[src/common/ldm_pkg.sv]
// constants shared by the multiplexed display controller
// assumes a single system clock; the multiplex clock arrives as a sampled pin
package ldm_pkg;

    // ------------------------------------------------------------------
    // register addresses (command byte bits 6..0)
    // ------------------------------------------------------------------
    localparam logic [6:0] ADDR_DECODE = 7'h01;
    localparam logic [6:0] ADDR_GLOBAL = 7'h02;
    localparam logic [6:0] ADDR_SCAN = 7'h03;
    localparam logic [6:0] ADDR_CFG = 7'h04;
    localparam logic [6:0] ADDR_GPIO_DATA = 7'h05;
    localparam logic [6:0] ADDR_PORT_CFG = 7'h06;
    localparam logic [6:0] ADDR_SLOT = 7'h0C;
    localparam logic [6:0] ADDR_INTEN = 7'h10;
    localparam logic [6:0] ADDR_PLANE0 = 7'h20;
    localparam logic [6:0] ADDR_PLANE1 = 7'h40;
    localparam logic [6:0] ADDR_BOTH = 7'h60;

    // ------------------------------------------------------------------
    // control_flags field positions and reset values
    // ------------------------------------------------------------------
    localparam int CFG_SHDN = 0;
    localparam int CFG_RATE = 2;
    localparam int CFG_BLINK = 3;
    localparam int CFG_BRST = 4;
    localparam int CFG_CLR = 5;
    localparam int CFG_IMODE = 6;
    localparam int CFG_PHASE = 7;
    localparam logic [7:0] CFG_STORED_MASK = 8'h4D;
    localparam logic [7:0] RST_BYTE = 8'h00;
    localparam logic [4:0] RST_PORT_CFG = 5'h1F;

    // ------------------------------------------------------------------
    // sizes and timing
    // ------------------------------------------------------------------
    localparam int NUM_DIGITS = 8;
    localparam int PLANE_DEPTH = 16;
    localparam int GPIO_W = 5;
    localparam int SEG_W = 17;
    localparam int OSC_FREQ_HZ = 4_000_000;
    localparam int DIGIT_TIME_US = 200;
    localparam int DIGIT_OSC_CYCLES = DIGIT_TIME_US * (OSC_FREQ_HZ / 1_000_000);
    localparam int PWM_STEPS = 16;
    localparam int STEP_OSC_CYCLES = DIGIT_OSC_CYCLES / PWM_STEPS;
    localparam logic [4:0] PWM_MAX_ON = 5'h0F;
    localparam int BLINK_SLOW_MHZ = 500;
    localparam int BLINK_FAST_MHZ = 1000;
    localparam int BLINK_SLOW_HALF = (OSC_FREQ_HZ / (2 * BLINK_SLOW_MHZ)) * 1000;
    localparam int BLINK_FAST_HALF = (OSC_FREQ_HZ / (2 * BLINK_FAST_MHZ)) * 1000;

    // ------------------------------------------------------------------
    // fonts: 7-segment hex (a=bit0..g=bit6), 16-segment ascii
    // ------------------------------------------------------------------
    localparam logic [6:0] ASCII_LO = 7'h28;
    localparam logic [6:0] HEX_CHARS = 7'h10;
    localparam logic [6:0] ASCII_OFS = 7'h18;
    localparam logic [6:0] HEX_FONT [16] = '{
        7'h3F, 7'h06, 7'h5B, 7'h4F, 7'h66, 7'h6D, 7'h7D, 7'h07,
        7'h7F, 7'h6F, 7'h77, 7'h7C, 7'h39, 7'h5E, 7'h79, 7'h71};
    localparam logic [15:0] ASCII_FONT [104] = '{
        16'h00FF, 16'h000C, 16'h0377, 16'h033F, 16'h038C, 16'h03BB, 16'h03FB, 16'h000F,
        16'h03FF, 16'h03BF, 16'h03CF, 16'h4A3F, 16'h00F3, 16'h483F, 16'h01F3, 16'h01C3,
        16'h3000, 16'h8400, 16'hFF00, 16'h4B00, 16'h8000, 16'h0300, 16'h0000, 16'h9000,
        16'h00FF, 16'h000C, 16'h0377, 16'h033F, 16'h038C, 16'h03BB, 16'h03FB, 16'h000F,
        16'h03FF, 16'h03BF, 16'h4800, 16'h8800, 16'h3000, 16'h0330, 16'h8400, 16'h4207,
        16'h0AF7, 16'h03CF, 16'h4A3F, 16'h00F3, 16'h483F, 16'h01F3, 16'h01C3, 16'h02FB,
        16'h03CC, 16'h4833, 16'h007C, 16'h31C0, 16'h00F0, 16'h14CC, 16'h24CC, 16'h00FF,
        16'h03C7, 16'h20FF, 16'h23C7, 16'h03BB, 16'h4803, 16'h00FC, 16'h90C0, 16'hA0CC,
        16'hB400, 16'h5400, 16'h9033, 16'h00D1, 16'h2400, 16'h002E, 16'hA000, 16'h0030,
        16'h0400, 16'h03CF, 16'h4A3F, 16'h00F3, 16'h483F, 16'h01F3, 16'h01C3, 16'h02FB,
        16'h03CC, 16'h4833, 16'h007C, 16'h31C0, 16'h00F0, 16'h14CC, 16'h24CC, 16'h00FF,
        16'h03C7, 16'h20FF, 16'h23C7, 16'h03BB, 16'h4803, 16'h00FC, 16'h90C0, 16'hA0CC,
        16'hB400, 16'h5400, 16'h9033, 16'h4922, 16'h4800, 16'h4A11, 16'h0300, 16'hFFFF};

endpackage

[src/hdl/ldm_display_ctrl.sv]
// multiplexed common-cathode display controller core
// assumes the host word is already deserialised into a parallel register access
`timescale 1ns/1ns

module ldm_display_ctrl
    import ldm_pkg::*;
#(
    parameter int BLINK_SLOW_CYC = ldm_pkg::BLINK_SLOW_HALF,
    parameter int BLINK_FAST_CYC = ldm_pkg::BLINK_FAST_HALF
)
(
    input wire logic clock,
    input wire logic rst_n,
    input wire logic multiplex_clock_in,
    output logic multiplex_clock_buffered,
    input wire logic reg_wr_en,
    input wire logic reg_rd_en,
    input wire logic [6:0] reg_addr,
    input wire logic [7:0] reg_wdata,
    output logic [7:0] reg_rdata,
    output logic reg_rvalid,
    output logic [ldm_pkg::NUM_DIGITS-1:0] cathode_drive_outputs,
    output logic [ldm_pkg::SEG_W-1:0] segment_drive,
    input wire logic [ldm_pkg::GPIO_W-1:0] gpio_in,
    output logic [ldm_pkg::GPIO_W-1:0] gpio_out,
    output logic [ldm_pkg::GPIO_W-1:0] gpio_oe
);
    import ldm_pkg::*;

    // ------------------------------------------------------------------
    // state
    // ------------------------------------------------------------------
    logic [2:0] osc_sync_q;
    logic osc_lvl_q;
    logic osc_tick;
    logic [GPIO_W-1:0] gp_s0_q, gp_s1_q, gp_s2_q, gp_lvl_q;
    logic [GPIO_W-1:0] gp_agree;
    logic [7:0] decode_q;
    logic [3:0] global_q;
    logic [2:0] scan_q;
    logic [7:0] cfg_q;
    logic [7:0] slot_q;
    logic [GPIO_W-1:0] gdata_q;
    logic [GPIO_W-1:0] pcfg_q;
    logic [7:0] inten_q [NUM_DIGITS];
    logic [7:0] plane0_q [PLANE_DEPTH];
    logic [7:0] plane1_q [PLANE_DEPTH];
    logic cfg_wr;
    logic [22:0] blink_cnt_q;
    logic [22:0] blink_top;
    logic phase_q;
    logic [5:0] sub_q;
    logic [3:0] step_q;
    logic [2:0] digit_q;
    logic sub_last;
    logic digit_adv;
    logic [7:0] rd_mux;
    logic [7:0] rdata_q;
    logic rvalid_q;
    logic [NUM_DIGITS-1:0] cath_q, cath_d;
    logic [SEG_W-1:0] seg_q, seg_d;
    logic [GPIO_W-1:0] gp_oe_q, gp_out_q;
    logic [GPIO_W-1:0] gp_rd;
    logic plane_sel;
    logic [7:0] lo_byte, hi_byte;
    logic [3:0] int_lo, int_hi;
    logic on_lo, on_hi;

    // ------------------------------------------------------------------
    // helpers
    // ------------------------------------------------------------------
    function automatic logic pwm_on(input logic [3:0] lvl, input logic [3:0] step);
        logic [4:0] n;
        n = {1'b0, lvl} + 5'h01;
        if (n > PWM_MAX_ON)
        begin
            n = PWM_MAX_ON; // last step always blank
        end
        return {1'b0, step} < n;
    endfunction

    function automatic logic [7:0] seven_seg(input logic [7:0] b, input logic dec);
        return dec ? {b[7], HEX_FONT[b[3:0]]} : b;
    endfunction

    function automatic logic [15:0] ascii_glyph(input logic [6:0] code);
        logic [6:0] idx;
        idx = 7'h00;
        if (code < HEX_CHARS)
        begin
            return ASCII_FONT[code];
        end
        if (code < ASCII_LO)
        begin
            return 16'h0000;
        end
        idx = code - ASCII_OFS;
        return ASCII_FONT[idx];
    endfunction

    // ------------------------------------------------------------------
    // pin synchronisers
    // ------------------------------------------------------------------
    // sampled at 50 MHz, so multiplex clocks up to 8 MHz are seen reliably
    always_ff @(posedge clock or negedge rst_n)
    begin
        if (!rst_n)
        begin
            osc_sync_q <= 3'h0;
            osc_lvl_q <= 1'b0;
        end
        else
        begin
            osc_sync_q <= {osc_sync_q[1:0], multiplex_clock_in};
            if (osc_sync_q[1] == osc_sync_q[2])
            begin
                osc_lvl_q <= osc_sync_q[2];
            end
        end
    end

    assign osc_tick = (osc_sync_q[1] == osc_sync_q[2]) && osc_sync_q[2] && !osc_lvl_q;

    always_ff @(posedge clock or negedge rst_n)
    begin
        if (!rst_n)
        begin
            gp_s0_q <= '0;
            gp_s1_q <= '0;
            gp_s2_q <= '0;
            gp_lvl_q <= '0;
        end
        else
        begin
            gp_s0_q <= gpio_in;
            gp_s1_q <= gp_s0_q;
            gp_s2_q <= gp_s1_q;
            gp_lvl_q <= (gp_agree & gp_s2_q) | (~gp_agree & gp_lvl_q);
        end
    end

    assign gp_agree = ~(gp_s1_q ^ gp_s2_q);

    // ------------------------------------------------------------------
    // control registers
    // ------------------------------------------------------------------
    assign cfg_wr = reg_wr_en && (reg_addr == ADDR_CFG);

    always_ff @(posedge clock or negedge rst_n)
    begin
        if (!rst_n)
        begin
            decode_q <= RST_BYTE;
            global_q <= RST_BYTE[3:0];
            scan_q <= RST_BYTE[2:0];
            cfg_q <= RST_BYTE;
            slot_q <= RST_BYTE;
            gdata_q <= RST_BYTE[4:0];
            pcfg_q <= RST_PORT_CFG;
            for (int i = 0; i < NUM_DIGITS; i++)
            begin
                inten_q[i] <= RST_BYTE;
            end
        end
        else if (reg_wr_en)
        begin
            case (reg_addr)
                ADDR_DECODE: decode_q <= reg_wdata;
                ADDR_GLOBAL: global_q <= reg_wdata[3:0];
                ADDR_SCAN: scan_q <= reg_wdata[2:0];
                ADDR_CFG: cfg_q <= reg_wdata & CFG_STORED_MASK;
                ADDR_GPIO_DATA: gdata_q <= reg_wdata[4:0];
                ADDR_PORT_CFG: pcfg_q <= reg_wdata[4:0];
                ADDR_SLOT: slot_q <= reg_wdata;
                default:
                begin
                    if (reg_addr[6:3] == ADDR_INTEN[6:3])
                    begin
                        inten_q[reg_addr[2:0]] <= reg_wdata;
                    end
                end
            endcase
        end
    end

    // ------------------------------------------------------------------
    // digit planes
    // ------------------------------------------------------------------
    always_ff @(posedge clock or negedge rst_n)
    begin
        if (!rst_n)
        begin
            for (int i = 0; i < PLANE_DEPTH; i++)
            begin
                plane0_q[i] <= RST_BYTE;
                plane1_q[i] <= RST_BYTE;
            end
        end
        else if (cfg_wr && reg_wdata[CFG_CLR])
        begin
            for (int i = 0; i < PLANE_DEPTH; i++)
            begin
                plane0_q[i] <= RST_BYTE;
                plane1_q[i] <= RST_BYTE;
            end
        end
        else if (reg_wr_en)
        begin
            if (reg_addr[6:4] == ADDR_PLANE0[6:4] || reg_addr[6:4] == ADDR_BOTH[6:4])
            begin
                plane0_q[reg_addr[3:0]] <= reg_wdata;
            end
            if (reg_addr[6:4] == ADDR_PLANE1[6:4] || reg_addr[6:4] == ADDR_BOTH[6:4])
            begin
                plane1_q[reg_addr[3:0]] <= reg_wdata;
            end
        end
    end

    // ------------------------------------------------------------------
    // blink timing
    // ------------------------------------------------------------------
    assign blink_top = cfg_q[CFG_RATE] ? 23'(BLINK_FAST_CYC - 1) : 23'(BLINK_SLOW_CYC - 1);

    always_ff @(posedge clock or negedge rst_n)
    begin
        if (!rst_n)
        begin
            blink_cnt_q <= 23'h0;
            phase_q <= 1'b0;
        end
        else if (cfg_wr && reg_wdata[CFG_BRST])
        begin
            blink_cnt_q <= 23'h0;
            phase_q <= 1'b0;
        end
        else if (osc_tick)
        begin
            // >= covers a switch from slow to fast mid-period
            if (blink_cnt_q >= blink_top)
            begin
                blink_cnt_q <= 23'h0;
                phase_q <= ~phase_q;
            end
            else
            begin
                blink_cnt_q <= blink_cnt_q + 23'h1;
            end
        end
    end

    // ------------------------------------------------------------------
    // scan and pwm timing
    // ------------------------------------------------------------------
    assign sub_last = (sub_q == 6'(STEP_OSC_CYCLES - 1));
    assign digit_adv = osc_tick && sub_last && (step_q == 4'(PWM_STEPS - 1));

    always_ff @(posedge clock or negedge rst_n)
    begin
        if (!rst_n)
        begin
            sub_q <= 6'h0;
            step_q <= 4'h0;
            digit_q <= 3'h0;
        end
        else if (osc_tick)
        begin
            sub_q <= sub_last ? 6'h0 : sub_q + 6'h1;
            if (sub_last)
            begin
                step_q <= step_q + 4'h1;
            end
            if (digit_adv)
            begin
                // a lowered limit below the current digit wraps at once
                digit_q <= (digit_q >= scan_q) ? 3'h0 : digit_q + 3'h1;
            end
        end
    end

    // ------------------------------------------------------------------
    // segment and cathode generation
    // ------------------------------------------------------------------
    always_comb
    begin
        plane_sel = cfg_q[CFG_BLINK] & phase_q;
        lo_byte = plane_sel ? plane1_q[{1'b0, digit_q}] : plane0_q[{1'b0, digit_q}];
        hi_byte = plane_sel ? plane1_q[{1'b1, digit_q}] : plane0_q[{1'b1, digit_q}];
        if (cfg_q[CFG_IMODE])
        begin
            int_lo = digit_q[0] ? inten_q[{1'b0, digit_q[2:1]}][7:4]
                : inten_q[{1'b0, digit_q[2:1]}][3:0];
            int_hi = digit_q[0] ? inten_q[{1'b1, digit_q[2:1]}][7:4]
                : inten_q[{1'b1, digit_q[2:1]}][3:0];
        end
        else
        begin
            int_lo = global_q;
            int_hi = global_q;
        end
        on_lo = pwm_on(int_lo, step_q);
        on_hi = pwm_on(int_hi, step_q);
        seg_d = '0;
        cath_d = '1;
        if (slot_q[digit_q])
        begin
            seg_d = {lo_byte[7], ascii_glyph(lo_byte[6:0])} & {SEG_W{on_lo}};
            if (on_lo)
            begin
                cath_d[digit_q] = 1'b0;
            end
        end
        else
        begin
            seg_d[7:0] = seven_seg(lo_byte, decode_q[digit_q]) & {8{on_lo}};
            seg_d[15:8] = seven_seg(hi_byte, decode_q[digit_q]) & {8{on_hi}};
            if (on_lo || on_hi)
            begin
                cath_d[digit_q] = 1'b0;
            end
        end
        if (!cfg_q[CFG_SHDN])
        begin
            seg_d = '0;
            cath_d = '1;
        end
    end

    always_ff @(posedge clock or negedge rst_n)
    begin
        if (!rst_n)
        begin
            cath_q <= '1;
            seg_q <= '0;
        end
        else
        begin
            cath_q <= cath_d;
            seg_q <= seg_d;
        end
    end

    // ------------------------------------------------------------------
    // port pins
    // ------------------------------------------------------------------
    // open drain: only ever pulls low, enable carries the data
    always_ff @(posedge clock or negedge rst_n)
    begin
        if (!rst_n)
        begin
            gp_oe_q <= '0;
            gp_out_q <= '0;
        end
        else
        begin
            gp_oe_q <= ~pcfg_q & ~gdata_q;
            gp_out_q <= '0;
        end
    end

    // ------------------------------------------------------------------
    // read path
    // ------------------------------------------------------------------
    assign gp_rd = (pcfg_q & gp_lvl_q) | (~pcfg_q & gdata_q);

    always_comb
    begin
        rd_mux = 8'h00;
        case (reg_addr)
            ADDR_DECODE: rd_mux = decode_q;
            ADDR_GLOBAL: rd_mux = {4'h0, global_q};
            ADDR_SCAN: rd_mux = {5'h00, scan_q};
            ADDR_CFG:
            begin
                rd_mux = cfg_q & CFG_STORED_MASK;
                rd_mux[CFG_PHASE] = phase_q;
            end
            ADDR_GPIO_DATA: rd_mux = {3'h0, gp_rd};
            ADDR_PORT_CFG: rd_mux = {3'h0, pcfg_q};
            default:
            begin
                if (reg_addr[6:3] == ADDR_INTEN[6:3])
                begin
                    rd_mux = inten_q[reg_addr[2:0]];
                end
                else if (reg_addr[6:4] == ADDR_PLANE0[6:4])
                begin
                    rd_mux = plane0_q[reg_addr[3:0]];
                end
                else if (reg_addr[6:4] == ADDR_PLANE1[6:4])
                begin
                    rd_mux = plane1_q[reg_addr[3:0]];
                end
            end
        endcase
    end

    always_ff @(posedge clock or negedge rst_n)
    begin
        if (!rst_n)
        begin
            rdata_q <= 8'h00;
            rvalid_q <= 1'b0;
        end
        else
        begin
            rvalid_q <= reg_rd_en;
            if (reg_rd_en)
            begin
                rdata_q <= rd_mux;
            end
        end
    end

    assign reg_rdata = rdata_q;
    assign reg_rvalid = rvalid_q;
    assign cathode_drive_outputs = cath_q;
    assign segment_drive = seg_q;
    assign multiplex_clock_buffered = osc_lvl_q;
    assign gpio_out = gp_out_q;
    assign gpio_oe = gp_oe_q;
endmodule

[config.mk]
export PLATFORM = sky130hd
export DESIGN_NAME = ldm_display_ctrl
export DESIGN_NICKNAME = d
export VERILOG_FILES = /design/src/common/ldm_pkg.sv /design/src/hdl/ldm_display_ctrl.sv
export SDC_FILE = /design/constraint.sdc
export NUM_CORES = 1
export LEC_CHECK = 0
export ABC_AREA = 1
export ABC_CLOCK_PERIOD_IN_PS = 3400
export BUFFER_PORTS_ARGS = -buffer_cell sky130_fd_sc_hd__buf_2
export CAP_MARGIN = 20
export CELL_PAD_IN_SITES_DETAIL_PLACEMENT = 0
export CELL_PAD_IN_SITES_GLOBAL_PLACEMENT = 1
export CORE_MARGIN = 4
export CORE_UTILIZATION = 43
export CTS_CLUSTER_SIZE = 28
export DETAILED_ROUTE_END_ITERATION = 10
export PLACE_DENSITY_LB_ADDON = 0.1
export SYNTH_ARGS = -nofsm -noshare
export SYNTH_HDL_FRONTEND = slang
export SYNTH_SLANG_ARGS = --single-unit
[constraint.sdc]
create_clock -name clock -period 3.4 [get_ports clock]
set_input_delay 0.17 -clock clock [delete_from_list [all_inputs] [get_ports clock]]
set_output_delay 0.17 -clock clock [all_outputs]
set_load 0.02 [all_outputs]
### After elaboration in Yosys (flattened, before gate mapping)

Memories as Yosys holds them, arrays and structs flattened.
Index checks and enable logic that the tools add are counted.

* logic and storage cells: 266
* memories kept: 4
* input bits: 25
* register bits after elaboration: 457
* memory bits (read-only): 4320
* output and inout bits: 45

* $add $sub $neg: 7
* bitwise operators: 29
* multiplexer cells: 94
* reduce and logical (&&, ||, !) cells: 33
* magnitude comparators: 22
* equal/unequal tests: 14

Memory list
* (name not given): words 128, width 16, rd ports 1, clocked after Yosys merged registers in 0, wr ports 0, line ldm_display_ctrl.sv:98 `return ASCII_FONT[idx];`
* (name not given): words 128, width 16, rd ports 1, clocked after Yosys merged registers in 0, wr ports 0, line ldm_display_ctrl.sv:91 `return ASCII_FONT[code];`
* (name not given): words 16, width 7, rd ports 1, clocked after Yosys merged registers in 0, wr ports 0, line ldm_display_ctrl.sv:83 `return dec ? {b[7], HEX_FONT[b[3:0]]} : b;`
* (name not given): words 16, width 7, rd ports 1, clocked after Yosys merged registers in 0, wr ports 0, line ldm_display_ctrl.sv:83

Operator list (count)
* $mux W128: 6
* $bwmux W128: 2
* $mux W8: 29
* $bmux W8 S4: 6
* $mux W16: 10
* $bmux W8 S3: 3
* $mux W23: 3
* $bwmux W64: 1
* $pmux W8 S6: 1
* $mux W7: 6
* $demux W8 S4: 1
* $and A5 B5 Y5: 5
* $ge A5 B5 Y1 const B: 5
* $demux W8 S3: 1
* $reduce_and A2 Y1: 12
* $add A23 B1 Y23 const B: 1
* $ge A23 B22 Y1: 1
* $mux W22: 1
* $eq A7 B3 Y1 const B: 3
* $not A4 Y5: 4
* $not A5 Y5: 4
* $and A17 B17 Y17: 1
* $mux W17: 1
* $and A8 B8 Y8: 2
* other kinds (47): 90

### Logic depth before layout (Yosys ltp)

* word-level depth: 17
* gate-level depth with buffers: 26
* mapped depth without buffers: 23

### Least setup slack after synthesis

No wires, ideal clock.

* path kind: flip-flop to flip-flop
* start point: reg digit_q[1]
* end point: reg seg_q[9], in the netlist segment_drive[9]
* required time: 3.322 ns
* arrival time: 3.348 ns
* path slack: -0.026 ns
* cell stages (with the launch flop): 22
* setup time: 0.078 ns
* path buffers: 3
* period minus slack after synthesis: 3.426 ns
* path through: dfrtp_1 buf_6 nand2_8 buf_2 buf_2 o22ai_1 a221oi_1 nand2_1 nand3_1 o21ai_0 ha_1 nor3_1 nand3_1 nand2_1 nor2_1 ha_1 a21o_1 a211oi_2 nand2_1 inv_2 nand2_1 a21oi_1

* cells in the longest elaborated chain, start to end: 17
* elaborated cells on any way between the ends: 70
* those cells by class: add/sub (3); order compare (6); mux (49); bitwise (9); memory (3)

RTL lines
* start: declaration: line ldm_display_ctrl.sv:54 `logic [2:0] digit_q;`
* start signal: assignment: line ldm_display_ctrl.sv:276 `digit_q <= (digit_q >= scan_q) ? 3'h0 : digit_q + 3'h1;`
* branches (longest 15 deep; another with $mem_v2 Z128 W16)
* $mux W16 (*): line ldm_display_ctrl.sv:305 `if (slot_q[digit_q])`
* $mux W17 (*): line ldm_display_ctrl.sv:322 `if (!cfg_q[CFG_SHDN])`
* via seg_d[9]: line ldm_display_ctrl.sv:61 `logic [SEG_W-1:0] seg_q, seg_d;`
* end signal: assignment: line ldm_display_ctrl.sv:339 `seg_q <= seg_d;`
* end: declaration: line ldm_display_ctrl.sv:61

Mark *: on every way through the listed nets, which the timed path passes. The select of a mux whose other input is x is not followed.
A chain may end at the register's enable or synchronous reset.

### Worst setup path after layout

* start point: reg digit_q[2]
* end point: reg seg_q[0], in the netlist segment_drive[0]

Same word-level chain as after synthesis.

==> summary.txt <==
Largest net degree at the start of global routing -> 110
Drt initial violations -> 3059
FF-to-FF Start -> digit_q[2]$_DFFE_PN0P_
Worst setup path end -> segment_drive[0]$_DFF_PN0_
CP required -> 3.92 ns
Most used DFF post-synth -> dfrtp_1
Final setup skew -> 0.0432 ns
P per Cell Area -> 571 mW/mm²
Number of port buffers -> 64
DP Area -> 0.0293 mm²
Max Cap Viol -> 0
H-tree levels -> 2
RSZ-0062 raised after global routing -> true
Final Hold Viols -> 0
Final core utilization -> 52.5%
Final Slew Violations -> 0
HPWL Detailed -> 87.6 mm
Hold WS -> 0.0440 ns
Post-synth top cells -> nand2_1 (968), dfrtp_1 (444), o21ai_0 (440)
Critical-path maximum fanout -> 7
WL/cell -> 25.9 µm
Die footprint -> 0.0659 mm²
Worst min-delay path category -> input port to flip-flop
CP delay by family, top -> simple AND/OR/NAND/NOR gates
Area of the mapped netlist -> 0.0266 mm²
Worst setup SP type -> flip-flop
Synth top area cells -> dfrtp_1 (42%), nand2_1 (14%), o21ai_0 (8.3%)
Netlist cell types -> 68
Slew @ Worst Pin -> 1.08 ns
TritonCTS clock tree -> built
Gr usage total -> 35.4%
FMAX -> 281 MHz
Clock Sink Count -> 457
Levels on crit path -> 23
R2R cell count -> 23
Antenna violations before repair -> 3
CP max stage delay -> 0.42 ns
R2R setup slack -> -0.15 ns
# setup viols final -> 24
Syn avg cell area -> 7.52 µm²
Overflow after GRT -> 0
Minimum clock period -> 3.55 ns
Routed Wire Length -> 120 mm
# IOs -> 70
Die W -> 257 µm
Count leader, synth -> nand2_1
Number of global-route vias before repair -> 26760
Seq cells post-synth -> 457
# DRC -> 0
Synth top area share -> 41.7%
Slew headroom -> 28.0%
RR Endpoint -> segment_drive[0]$_DFF_PN0_
Reg clk slew, reported paths -> 0.07 ns
CTS Buf Count -> 54
Vias/cell -> 5.97
Ys Warns -> 0
Nets@finish -> 3858
Finished Cell Area -> 0.0319 mm²
Remaining antenna violation count -> 0
First-pass GRT wire length -> 178 mm
Bufs and invs on worst path -> 4
Initial Util -> 43.8%
Synth Instances -> 3538
P&R area growth vs syn -> 19.9%
CP Launch Point -> digit_q[2]$_DFFE_PN0P_
Fin crit share -> 105%
Via Count -> 27569
Worst VDD drop -> 0.367 mV
Drt pass-1 iters -> 5
CP max-delay cell -> dfrtp_1
Critical Setup Path Class -> flip-flop to flip-flop
Clock Path Buffers -> 3
Final WS setup -> -0.154 ns
Fraction of layout cells with a size suffix above 1 -> 17.0%
Root Buffer Master -> clkbuf_16
EDFF count, synth -> 0
Leak -> 15.1 nW
Die Ht -> 257 µm
RePlAce Congestion -> 1.02
Cell taking the most area after synthesis -> dfrtp_1
Clk Latency, worst-skew pair -> 0.63 ns
Worst setup EP type -> flip-flop
Ys async rst share -> 100%
Antenna diode count -> 0
Critical-path cell list -> buf_12 -> nor2_4 -> inv_2 -> buf_12 -> o21ai_4 -> a21oi_2 -> nand3_1 -> nand3_2 -> nand2_4 -> ha_4 -> inv_2 -> xor2_2 -> nor3_2 -> nand3_1 -> nand2_2 -> nor2_2 -> ha_1 -> a21o_1 -> a21oi_4 -> nand2_4 -> nor2_4 -> o21ai_1 -> a21oi_1
Sequential share of the synthesized area -> 43.0%
Core Area -> 0.0608 mm²
Status -> finished, violations left
Failing checks -> negative setup slack
Data arrival, critical path -> 4.07 ns
FP Rows -> 90
-- report_power, final --
group | total (mW) | switching (mW) | internal (mW)
Clock | 6.21 | 2.58 | 3.63
Combinational | 5.27 | 3.41 | 1.86
Sequential | 6.76 | 0.552 | 6.21
-- stage by stage --
| stage | std cells | worst slack [ns] | power [mW] | TNS, ns |
|---|---|---|---|---|
| final | 4619 | -0.154 | 18.2 | -1.93 |
| after global routing | 4619 | -0.389 | 19.1 | -7.32 |
| after CTS | 4611 | -0.115 | 18.1 | -1.23 |
| after detailed placement | 4481 | -0.279 | 11.8 | -5.92 |
| after global placement | 4478 | -0.165 | 11.8 | -3.77 |
| after floorplan | 3542 | 0.0101 | 9.49 | 0 |
-- worst reg2reg max path, cell delays in order, from the launching register on --
cell,delay [ns]
dfrtp_1,0.42
buf_12,0.16
nor2_4,0.15
inv_2,0.08
buf_12,0.13
o21ai_4,0.11
a21oi_2,0.04
nand3_1,0.08
nand3_2,0.11
nand2_4,0.13
ha_4,0.14
inv_2,0.04
xor2_2,0.18
nor3_2,0.12
nand3_1,0.13
nand2_2,0.12
nor2_2,0.04
ha_1,0.27
a21o_1,0.21
a21oi_4,0.22
nand2_4,0.12
nor2_4,0.21
o21ai_1,0.09
a21oi_1,0.14
-- layer usage --
metal / wire [µm] / GRT usage, %
met5: 41 / 0
met4: 6770 / 17.1
met3: 10100 / 6.07
met2: 53600 / 55.8
met1: 49100 / 47.6
-- worst min path at each step --
| stage | start | endpoint | slack, ns | cells past startpoint |
|---|---|---|---|---|
| finish | reg_wdata[2] | slot_q[2]$_DFFE_PN0P_ | 0.04 | 3 |
| global route | reg_wdata[2] | slot_q[2]$_DFFE_PN0P_ | 0.05 | 3 |
| CTS | reg_wdata[2] | slot_q[2]$_DFFE_PN0P_ | 0.02 | 3 |
| detailed placement | multiplex_clock_in | osc_sync_q[0]$_DFF_PN0_ | 0.28 | 1 |
| global placement | multiplex_clock_in | osc_sync_q[0]$_DFF_PN0_ | 0.28 | 1 |
| floorplan | rst_n | asynchronous set/reset pin | -0.13 | 0 |
-- layout make-up --
| type | instances | area (µm²) |
|---|---|---|
| inverter | 346 | 1320 |
| fill | 5951 | 28900 |
| tap | 782 | 978 |
| timing repair buffer | 383 | 3100 |
| clock inverter | 31 | 339 |
| multi-input combinational | 2549 | 13200 |
| sequential | 457 | 11500 |
| clock buffer | 71 | 1560 |
-- sequential cells by signal, indices dropped and copies added, names as in the netlist, 8 cells and up, named ones only --
register               cells
reg_rdata                  8
inten_q                   64
plane0_q                 128
slot_q                     8
blink_cnt_q               23
decode_q                   8
segment_drive             17
plane1_q                 128
cathode_drive_outputs      8
-- layout by cell type, fill, tap and decap left out, types with 13 or more instances in the layout --
| master | instances |
|---|---|
| dlygate4sd3_1 | 15 |
| ha_1 | 37 |
| o22ai_1 | 33 |
| clkinv_2 | 15 |
| nand2_2 | 31 |
| buf_4 | 265 |
| a22oi_1 | 99 |
| nand4_1 | 32 |
| o21ai_0 | 430 |
| inv_2 | 24 |
| a21o_1 | 18 |
| a31oi_1 | 18 |
| dfstp_2 | 13 |
| o21ai_1 | 40 |
| dfrtp_1 | 443 |
| a21oi_2 | 16 |
| buf_12 | 22 |
| buf_6 | 14 |
| buf_2 | 64 |
| nor2_1 | 245 |
| o221ai_1 | 41 |
| nand2_1 | 956 |
| a22o_1 | 14 |
| clkbuf_16 | 56 |
| nand3_1 | 173 |
| nor3_1 | 26 |
| nor2_4 | 15 |
| mux2_2 | 18 |
| inv_1 | 308 |
| a21oi_1 | 156 |
-- logic make-up (layout without fill, tap and decap cells) --
group,after synthesis,count (layout),share of synthesized area [%]
other cells,1,5,0.0141
flops,457,457,43.0
mux,18,18,0.761
xor+xnor,14,14,0.461
compound gates,936,936,20.7
fa+ha+maj,47,47,2.16
simple gates,1529,1529,24.1
buf+inv,536,831,8.81
-- what timing repair did --
item,in CTS,in global routing
setup endpoints to repair,25,25
pin swaps,25,19
resized for setup,61,37
hold endpoints to repair,141,0
hold buffers,15,0
setup buffers,13,8
Note: power is estimated with default switching activity, not from simulation.
